## config.mk

```make
export PLATFORM = sky130hd
export DESIGN_NAME = pmc_ctrl
export DESIGN_NICKNAME = d
export VERILOG_FILES = /design/src/hdl/pmc_pkg.sv /design/src/hdl/pmc_ctrl.sv /design/src/hdl/pmc_flag.sv
export SDC_FILE = /design/constraint.sdc
export NUM_CORES = 1
export LEC_CHECK = 0
export ABC_CLOCK_PERIOD_IN_PS = 2100
export BUFFER_PORTS_ARGS = -buffer_cell sky130_fd_sc_hd__clkbuf_2
export CAP_MARGIN = 20
export CELL_PAD_IN_SITES_DETAIL_PLACEMENT = 1
export CELL_PAD_IN_SITES_GLOBAL_PLACEMENT = 1
export CORE_AREA = 5 5 107 109
export DETAILED_ROUTE_END_ITERATION = 16
export DIE_AREA = 0 0 112 114
export PLACE_DENSITY_LB_ADDON = 0.12
export SYNTH_ARGS = -nofsm -noshare
export SYNTH_HDL_FRONTEND = slang
export SYNTH_SLANG_ARGS = --single-unit
```

## constraint.sdc

```tcl
create_clock -name ref_clk -period 2.1 [get_ports ref_clk]
set_input_delay 0.42 -clock ref_clk [delete_from_list [all_inputs] [get_ports ref_clk]]
set_output_delay 0.42 -clock ref_clk [all_outputs]
set_load 0.03 [all_outputs]
```

## src/hdl/pmc_pkg.sv

```systemverilog
`default_nettype none
package pmc_pkg;
    // Register byte offsets
    localparam logic [7:0] DS_CTRL_OFS = 8'h00;
    localparam logic [7:0] WAKE_SRC_OFS = 8'h04;
    localparam logic [7:0] RST_CAUSE_OFS = 8'h08;
    localparam logic [7:0] SCRATCH_A_OFS = 8'h0C;
    localparam logic [7:0] SCRATCH_B_OFS = 8'h10;
    localparam logic [7:0] STATUS_OFS = 8'h14;
    // Field positions in deep_sleep_control
    localparam int ARM_BIT = 15;
    localparam int BROWNOUT_BIT = 1;
    localparam int UNFREEZE_BIT = 0;
    // Field position in reset_cause_reg
    localparam int DS_EXIT_BIT = 10;
    // Wake source flag positions
    localparam int WS_POR = 0;
    localparam int WS_CLR_PIN = 1;
    localparam int WS_DS_WDOG = 2;
    localparam int WS_ALARM = 3;
    localparam int WS_EXTIRQ = 4;
    localparam int WS_NUM = 5;
    localparam int SCRATCH_W = 16;
    // Reset values
    localparam logic [SCRATCH_W-1:0] SCRATCH_RST = 16'h0000;
    localparam logic [31:0] RDATA_RST = 32'h0000_0000;
    // Timing: clock period, instruction cycle, arming window, reset sequence
    localparam int CLK_NS = 50;
    localparam int INSTR_NS = 50;
    localparam int INSTR_CYC = (INSTR_NS + CLK_NS - 1) / CLK_NS;
    localparam int ARM_WIN_INSTR = 4;
    localparam int ARM_WIN_CYC = ARM_WIN_INSTR * INSTR_CYC;
    localparam int POR_SEQ_NS = 1000;
    localparam int POR_SEQ_CYC = (POR_SEQ_NS + CLK_NS - 1) / CLK_NS;
    localparam logic [3:0] ARM_WIN_LAST = 4'(ARM_WIN_CYC - 1);
    localparam logic [7:0] POR_SEQ_LAST = 8'(POR_SEQ_CYC - 1);
    // Controller states
    typedef enum logic [2:0] {
        ST_RUN = 3'h0,
        ST_ENTER = 3'h1,
        ST_SLEEP = 3'h2,
        ST_IDLE = 3'h3,
        ST_DSLEEP = 3'h4,
        ST_DSPOR = 3'h5
    } pmc_state_t;
endpackage
`default_nettype wire

```

## src/hdl/pmc_ctrl.sv

```systemverilog
`default_nettype none
module pmc_ctrl (
    input wire logic ref_clk,
    input wire logic rst,
    input wire logic psel,
    input wire logic penable,
    input wire logic pwrite,
    input wire logic [7:0] paddr,
    input wire logic [31:0] pwdata,
    output logic [31:0] prdata,
    output logic pready,
    output logic pslverr,
    input wire logic power_save_instruction,
    input wire logic [7:0] save_operand,
    input wire logic [2:0] clk_src_sel,
    input wire logic irq_pending,
    input wire logic wdt_enable,
    input wire logic wdt_timeout,
    input wire logic calendar_enable,
    input wire logic calendar_on_lpo,
    input wire logic calendar_alarm,
    input wire logic clock_fail_monitor_en,
    input wire logic ds_watchdog_enable,
    input wire logic ds_watchdog_timeout,
    input wire logic supply_por,
    input wire logic brownout_event,
    input wire logic deep_brownout_cfg_enable,
    input wire logic master_clear_pin_n,
    input wire logic ext_irq_zero,
    input wire logic ext_irq_zero_en,
    input wire logic ext_irq_zero_pol,
    output logic sys_clk_en,
    output logic cpu_clk_en,
    output logic periph_clk_en,
    output logic low_power_osc_run,
    output logic io_freeze,
    output logic mem_power_en,
    output logic wdt_clear,
    output logic irq_holdoff,
    output logic irq_discard,
    output logic cpu_reset,
    output logic [2:0] resume_clk_src
);
    ////////////////////////////////////////////////////////////////////////
    // State and storage
    pmc_pkg::pmc_state_t state_q;
    pmc_pkg::pmc_state_t state_d;
    logic idle_sel_q;
    logic arm_q;
    logic [3:0] arm_cnt_q;
    logic [7:0] por_cnt_q;
    logic unfreeze_q;
    logic ext_en_q;
    logic ext_prev_q;
    logic [pmc_pkg::SCRATCH_W-1:0] scratch_a_q;
    logic [pmc_pkg::SCRATCH_W-1:0] scratch_b_q;
    logic [2:0] clk_src_q;
    logic [pmc_pkg::WS_NUM-1:0] ws_set;
    logic [pmc_pkg::WS_NUM-1:0] ws_q;
    logic exit_flag_q;
    logic bor_flag_q;
    logic wr_en;
    logic wr_ctrl;
    logic ext_assert;
    logic ext_wake;
    logic ds_wake;
    logic ds_lost;
    logic ds_entry;
    logic sleep_wake;

    ////////////////////////////////////////////////////////////////////////
    // APB slave, zero wait states
    assign pready = 1'b1;
    assign wr_en = psel && penable && pwrite;
    assign wr_ctrl = wr_en && (paddr == pmc_pkg::DS_CTRL_OFS);

    // Unmapped addresses answer with an error and zero data
    always_comb begin
        pslverr = 1'b0;
        case (paddr)
            pmc_pkg::DS_CTRL_OFS, pmc_pkg::WAKE_SRC_OFS,
            pmc_pkg::RST_CAUSE_OFS, pmc_pkg::SCRATCH_A_OFS,
            pmc_pkg::SCRATCH_B_OFS, pmc_pkg::STATUS_OFS: pslverr = 1'b0;
            default: pslverr = psel && penable;
        endcase
    end

    // Read data registered at the setup phase so it is flop-driven
    always_ff @(posedge ref_clk) begin
        if (rst) begin
            prdata <= pmc_pkg::RDATA_RST;
        end else if (psel && !penable && !pwrite) begin
            prdata <= pmc_pkg::RDATA_RST;
            case (paddr)
                pmc_pkg::DS_CTRL_OFS: begin
                    prdata[pmc_pkg::ARM_BIT] <= arm_q;
                    prdata[pmc_pkg::BROWNOUT_BIT] <= bor_flag_q;
                    prdata[pmc_pkg::UNFREEZE_BIT] <= unfreeze_q;
                end
                pmc_pkg::WAKE_SRC_OFS: prdata[pmc_pkg::WS_NUM-1:0] <= ws_q;
                pmc_pkg::RST_CAUSE_OFS:
                    prdata[pmc_pkg::DS_EXIT_BIT] <= exit_flag_q;
                pmc_pkg::SCRATCH_A_OFS:
                    prdata[pmc_pkg::SCRATCH_W-1:0] <= scratch_a_q;
                pmc_pkg::SCRATCH_B_OFS:
                    prdata[pmc_pkg::SCRATCH_W-1:0] <= scratch_b_q;
                pmc_pkg::STATUS_OFS: prdata[2:0] <= state_q;
                default: prdata <= pmc_pkg::RDATA_RST;
            endcase
        end
    end

    ////////////////////////////////////////////////////////////////////////
    // Wake conditions
    // Asserting level follows the configured edge polarity
    assign ext_assert = (ext_irq_zero == ext_irq_zero_pol);
    // Only a change into the asserting level inside Deep Sleep counts
    assign ext_wake = ext_en_q && ext_assert &&
                      (ext_prev_q != ext_irq_zero);
    // Retention is lost only with the brownout circuit configured
    assign ds_lost = deep_brownout_cfg_enable &&
                     (brownout_event || supply_por);
    assign ds_wake = supply_por || ds_watchdog_timeout ||
                     (calendar_alarm && calendar_enable) ||
                     !master_clear_pin_n || ext_wake;
    assign sleep_wake = irq_pending || wdt_timeout;
    assign ds_entry = (state_q == pmc_pkg::ST_ENTER) && !idle_sel_q &&
                      arm_q;

    ////////////////////////////////////////////////////////////////////////
    // Mode sequencer
    always_comb begin
        state_d = state_q;
        case (state_q)
            pmc_pkg::ST_RUN: begin
                if (power_save_instruction) begin
                    state_d = pmc_pkg::ST_ENTER;
                end
            end
            // Entry completes before any wake is honoured
            pmc_pkg::ST_ENTER: begin
                if (idle_sel_q) begin
                    state_d = pmc_pkg::ST_IDLE;
                end else if (arm_q) begin
                    state_d = pmc_pkg::ST_DSLEEP;
                end else begin
                    state_d = pmc_pkg::ST_SLEEP;
                end
            end
            pmc_pkg::ST_SLEEP, pmc_pkg::ST_IDLE: begin
                if (sleep_wake) begin
                    state_d = pmc_pkg::ST_RUN;
                end
            end
            pmc_pkg::ST_DSLEEP: begin
                if (ds_wake) begin
                    state_d = pmc_pkg::ST_DSPOR;
                end
            end
            pmc_pkg::ST_DSPOR: begin
                if (por_cnt_q == pmc_pkg::POR_SEQ_LAST) begin
                    state_d = pmc_pkg::ST_RUN;
                end
            end
            default: state_d = pmc_pkg::ST_RUN;
        endcase
    end

    // Any device reset wakes the sequencer straight into run
    always_ff @(posedge ref_clk) begin
        if (rst) begin
            state_q <= pmc_pkg::ST_RUN;
        end else begin
            state_q <= state_d;
        end
    end

    // Operand decoded when the instruction is taken
    always_ff @(posedge ref_clk) begin
        if (rst) begin
            idle_sel_q <= 1'b0;
            clk_src_q <= 3'h0;
        end else if (state_q == pmc_pkg::ST_RUN &&
                     power_save_instruction) begin
            idle_sel_q <= (save_operand != 8'h00);
            clk_src_q <= clk_src_sel;
        end
    end

    // Reset sequence length after a Deep Sleep exit
    always_ff @(posedge ref_clk) begin
        if (rst || state_q != pmc_pkg::ST_DSPOR) begin
            por_cnt_q <= 8'h00;
        end else begin
            por_cnt_q <= por_cnt_q + 8'h01;
        end
    end

    ////////////////////////////////////////////////////////////////////////
    // Deep Sleep arming; the window covers the three no-ops and the
    // instruction, so a stray write cannot leave the device armed
    always_ff @(posedge ref_clk) begin
        if (rst) begin
            arm_q <= 1'b0;
            arm_cnt_q <= 4'h0;
        end else if (state_q == pmc_pkg::ST_DSPOR) begin
            arm_q <= 1'b0;
        end else if (wr_ctrl && pwdata[pmc_pkg::ARM_BIT]) begin
            arm_q <= 1'b1;
            arm_cnt_q <= 4'h0;
        end else if (wr_ctrl) begin
            arm_q <= 1'b0;
        end else if (arm_q && state_q == pmc_pkg::ST_RUN) begin
            if (power_save_instruction) begin
                arm_cnt_q <= 4'h0;
            end else if (arm_cnt_q == pmc_pkg::ARM_WIN_LAST) begin
                arm_q <= 1'b0;
            end else begin
                arm_cnt_q <= arm_cnt_q + 4'h1;
            end
        end
    end

    // External irq enable and level captured at entry
    always_ff @(posedge ref_clk) begin
        if (rst) begin
            ext_en_q <= 1'b0;
            ext_prev_q <= 1'b0;
        end else if (ds_entry) begin
            ext_en_q <= ext_irq_zero_en;
            ext_prev_q <= ext_irq_zero;
        end else begin
            ext_prev_q <= ext_irq_zero;
        end
    end

    ////////////////////////////////////////////////////////////////////////
    // Flags: recorded only in Deep Sleep, by the event that ends it or by a brownout
    assign ws_set[pmc_pkg::WS_POR] = supply_por;
    assign ws_set[pmc_pkg::WS_CLR_PIN] = !master_clear_pin_n;
    assign ws_set[pmc_pkg::WS_DS_WDOG] = ds_watchdog_timeout;
    assign ws_set[pmc_pkg::WS_ALARM] = calendar_alarm && calendar_enable;
    assign ws_set[pmc_pkg::WS_EXTIRQ] = ext_wake;

    // Setting the arm bit wipes the wake sources
    for (genvar i = 0; i < pmc_pkg::WS_NUM; i++) begin : g_ws
        pmc_flag u_ws (
            .ref_clk(ref_clk),
            .rst(rst),
            .set(state_q == pmc_pkg::ST_DSLEEP && ws_set[i]),
            .clr(wr_ctrl && pwdata[pmc_pkg::ARM_BIT]),
            .q(ws_q[i])
        );
    end

    // Exit flag cleared by writing zero to its bit
    pmc_flag u_exit (
        .ref_clk(ref_clk),
        .rst(rst),
        .set(state_q == pmc_pkg::ST_DSLEEP && ds_wake),
        .clr(wr_en && paddr == pmc_pkg::RST_CAUSE_OFS &&
             !pwdata[pmc_pkg::DS_EXIT_BIT]),
        .q(exit_flag_q)
    );

    pmc_flag u_bor (
        .ref_clk(ref_clk),
        .rst(rst),
        .set(state_q == pmc_pkg::ST_DSLEEP && brownout_event &&
             deep_brownout_cfg_enable),
        .clr(wr_ctrl && !pwdata[pmc_pkg::BROWNOUT_BIT]),
        .q(bor_flag_q)
    );

    // Unfreeze bit: hardware sets on entry, software can only clear
    always_ff @(posedge ref_clk) begin
        if (rst) begin
            unfreeze_q <= 1'b0;
        end else if (ds_entry) begin
            unfreeze_q <= 1'b1;
        end else if (state_q == pmc_pkg::ST_DSLEEP && ds_lost) begin
            unfreeze_q <= 1'b0;
        end else if (wr_ctrl && !pwdata[pmc_pkg::UNFREEZE_BIT]) begin
            unfreeze_q <= 1'b0;
        end
    end

    // Scratch survives Deep Sleep exit but not a lost-retention event
    always_ff @(posedge ref_clk) begin
        if (rst || (state_q == pmc_pkg::ST_DSLEEP && ds_lost)) begin
            scratch_a_q <= pmc_pkg::SCRATCH_RST;
            scratch_b_q <= pmc_pkg::SCRATCH_RST;
        end else if (wr_en && paddr == pmc_pkg::SCRATCH_A_OFS) begin
            scratch_a_q <= pwdata[pmc_pkg::SCRATCH_W-1:0];
        end else if (wr_en && paddr == pmc_pkg::SCRATCH_B_OFS) begin
            scratch_b_q <= pwdata[pmc_pkg::SCRATCH_W-1:0];
        end
    end

    ////////////////////////////////////////////////////////////////////////
    // Clock, power and pin control outputs
    always_comb begin
        sys_clk_en = !(state_q == pmc_pkg::ST_SLEEP ||
                       state_q == pmc_pkg::ST_DSLEEP);
        cpu_clk_en = (state_q == pmc_pkg::ST_RUN);
        periph_clk_en = sys_clk_en;
        mem_power_en = (state_q != pmc_pkg::ST_DSLEEP);
        case (state_q)
            pmc_pkg::ST_SLEEP: low_power_osc_run = wdt_enable ||
                (calendar_enable && calendar_on_lpo);
            pmc_pkg::ST_IDLE: low_power_osc_run = wdt_enable ||
                clock_fail_monitor_en;
            pmc_pkg::ST_DSLEEP: low_power_osc_run = ds_watchdog_enable ||
                (calendar_enable && calendar_on_lpo);
            default: low_power_osc_run = 1'b1;
        endcase
    end

    // Pins stay frozen through the reset sequence until unfreeze clears;
    // a lost-retention event in Deep Sleep drops the bit and frees them
    assign io_freeze = (state_q == pmc_pkg::ST_SLEEP) ||
                       unfreeze_q;
    assign wdt_clear = (state_q == pmc_pkg::ST_ENTER) &&
                       (wdt_enable || idle_sel_q);
    assign irq_holdoff = (state_q == pmc_pkg::ST_ENTER);
    assign irq_discard = ds_entry;
    assign cpu_reset = (state_q == pmc_pkg::ST_DSPOR);
    assign resume_clk_src = clk_src_q;
endmodule
`default_nettype wire

```

## src/hdl/pmc_flag.sv

```systemverilog
`default_nettype none
// Sticky flag: hardware set wins over a clear in the same cycle
module pmc_flag (
    input wire logic ref_clk,
    input wire logic rst,
    input wire logic set,
    input wire logic clr,
    output logic q
);
    always_ff @(posedge ref_clk) begin
        if (rst) begin
            q <= 1'b0;
        end else if (set) begin
            q <= 1'b1;
        end else if (clr) begin
            q <= 1'b0;
        end
    end
endmodule
`default_nettype wire

```

==> qor.yml <==
clk_pin_slew_ns: 0.07
core_area_um2: 10500
grt_max_degree: 33
grt_pass1_wl_mm: 18.4
fp-row-count: 38
cts_htree_levels: 3
synth_ff_type: "dfxtp_1"
synth_cell_types: 64
async_reset_ff_frac: 0
hpwl_mm: 8.54
drtAntennaViolNets: 0
hp-class: "in -> reg"
vdd_drop_max_uv: 285
r2r_slack_ns: 0.22
synth_edf_count: 0
vias_per_cell: 5.11
io_buffers: 86
grt_pass1_vias: 3615
path_class: "reg -> out"
pwr_density_cell_nw_per_um2: 795
syn_area_um2: 3630
root_buffer: "clkbuf_8"
swShare: 0.334
cts-hold-fix-buffers: 0
area_delta_synth_final_pct: 24.5
fin_crit_sh: 0.999
tns_ns: 0
die_w_um: 112
ios: 120
worstMarginPinSlew_ns: 0.767
drt-initial-drc-count: 175
maxCapViolations: 0
worstSkewPairLatency_ns: 0.35
slew-limit-headroom: 0.475
rsz0062_at_grt: "true"
yosysSeqAreaShare: 0.430
fin_nets: 617
cts_tree: "yes"
synth-seq-cells: 78
grtUsageTotal: 0.181
start_kind: "register"
wl_per_cell_um: 16.8
clockBufferDepth: 2
wirelength_mm: 11.5
antenna_found_initial: 0
final.min_clock_period_ns: 2.10
cp.required_ns: 1.68
instances_no_fill: 685
avgSynthCellArea_um2: 8.33
vias: 3497
drc_errors: 0
dieHeight_um: 114
syn_inst: 436
routabilityCongestion: 0.760
place_inst: 663
maxSlewViolCount: 0
drive_gt1_frac: 0.288
crit_arrival_ns: 1.68
timing.fmax_mhz: 477
overflow: 0
p_clk_frac: 0.268
first_pass_iters: 4
start_util: 0.346
numCtsBuffers: 9
yosys_warnings: 0
combPwrFrac: 0.286
switchingPower_mw: 1.20
die_area_um2: 12800
fill_cells: 1322
hold_viol: 0
p_leak_nw: 1.87
finClkSkew_ns: 0.00533
p_seq_frac: 0.447
power.internal_mw: 2.39
setup_violations: 0
status: "finished, final reports clean"
timing.hold.ws_ns: 0.295
critPathMaxFanout: 5
cts.sinks: 78
n_antenna_cell: 0
worstSetupEndpointType: "output port"
## cells by family after synthesis
kind of cell    after synthesis  synth area share
simple gates                189             0.255
flops                        78             0.430
other cells                   2           0.00207
compound gates               99             0.179
mux                           7            0.0265
xor+xnor                      7            0.0169
buf+inv                      52            0.0844
fa+ha+maj                     2           0.00689
## path summary, 6_finish.rpt
check | from | endpoint | depth (start not counted)
setup / recovery | state_q[0] | low_power_osc_run | 6
hold / removal | pwdata[7] | scratch_b_q[7] | 3
hold reg to reg | por_cnt_q[0] | por_cnt_q[0] | 1
setup reg to reg | arm_cnt_q[0] | arm_cnt_q[2] | 6
## state kept, by name (all words and copies together) (netlist names)
name,flops
arm_cnt_q,4
arm_q,1
ext_en_q,1
ext_prev_q,1
g_ws.u_ws.q,5
idle_sel_q,1
por_cnt_q,8
prdata,16
resume_clk_src,3
scratch_a_q,16
scratch_b_q,16
state_q,3
u_bor.q,1
u_exit.q,1
unfreeze_q,1
## area by class of cell
cell class | instances | area [um2] | area share
clock buffers | 12 | 145 | 0.0321
clock inverters | 2 | 10.0 | 0.00221
inverters | 8 | 30.0 | 0.00664
multi-input cells | 321 | 1840 | 0.408
flip-flops and latches | 78 | 1570 | 0.348
well taps | 140 | 175 | 0.0387
repair buffers | 124 | 743 | 0.164
## through the flow
step           total power [mW]  cell area (um2)  utilization  worst slack [ns]
5_1_grt                    3.77             4520        0.430           -0.0623
6_report                   3.59             4520        0.430           0.00175
2_1_floorplan              2.23             3690            -             0.180
3_5_place_dp               2.54             4260        0.405            0.0635
3_3_place_gp               2.52             4260        0.405             0.126
4_1_cts                    3.59             4490        0.427          -0.00133
## power by group through the flow
stage | Sequential, mW | Combinational (mW) | Clock (mW)
final | 1.61 | 1.03 | 0.962
after global placement | 1.65 | 0.877 | 0
after detailed placement | 1.65 | 0.891 | 0
after CTS | 1.60 | 0.979 | 1.01
after floorplan | 1.64 | 0.586 | 0
after global routing | 1.61 | 1.10 | 1.06
## per-layer routing
layer  vias up  global-route usage  part of all wire
li1       1707                   -                 -
met1      1711               0.237              0.46
met2        64               0.299              0.48
met3        15              0.0324             0.044
met4         0              0.0689             0.017
met5         -                   0                 0
## layout by cell type, fill, tap and decap left out, types with 4 or more instances in the layout
| cell type | n |
|---|---|
| a21oi_1 | 45 |
| nor3_1 | 10 |
| nand3_1 | 9 |
| xnor2_1 | 4 |
| clkbuf_2 | 84 |
| a211oi_1 | 7 |
| a22oi_1 | 4 |
| conb_1 | 17 |
| nor2_1 | 44 |
| a32oi_1 | 5 |
| clkbuf_8 | 11 |
| mux2i_1 | 4 |
| inv_1 | 8 |
| nand2b_1 | 5 |
| dfxtp_1 | 75 |
| nand2_1 | 81 |
| o21ai_0 | 6 |
| nor3b_1 | 4 |
| a221oi_1 | 9 |
| buf_4 | 37 |
## critical path, cell delays in order, from the launching register on
cell and delay (ns):
dfxtp_4 0.37, nor3b_4 0.24, nor2b_2 0.09, a221oi_2 0.22, o21ai_1 0.11, o41a_1 0.13
clkbuf_8 0.17
## Yosys cell counts, drive strengths merged (3+ instances only)
library cell	instances	area (um2)
nand2	81	304
dfxtp	78	1560
a21oi	45	225
nor2	44	165
buf	34	239
nor3	13	81.3
a221oi	10	87.6
clkbuf	10	37.5
nand3	10	55.1
inv	8	30.0
a211oi	7	52.6
o21ai	7	35.0
a32oi	5	43.8
nand2b	5	31.3
nor3b	5	42.5
a22oi	4	30.0
mux2i	4	40.0
nand4	4	31.3
nor2b	4	25.0
xnor2	4	35.0
and3	3	18.8
and4	3	28.8
nor4	3	33.8
o211ai	3	22.5
xor2	3	26.3
## repair_timing
item | CTS | global route
endpoints found under the setup margin | 3 | 3
gates resized for setup | 11 | 5
buffers inserted | 6 | 2
cloned | 0 | 0
pin swaps | 1 | 1
Power figures use the tool's default switching activity.
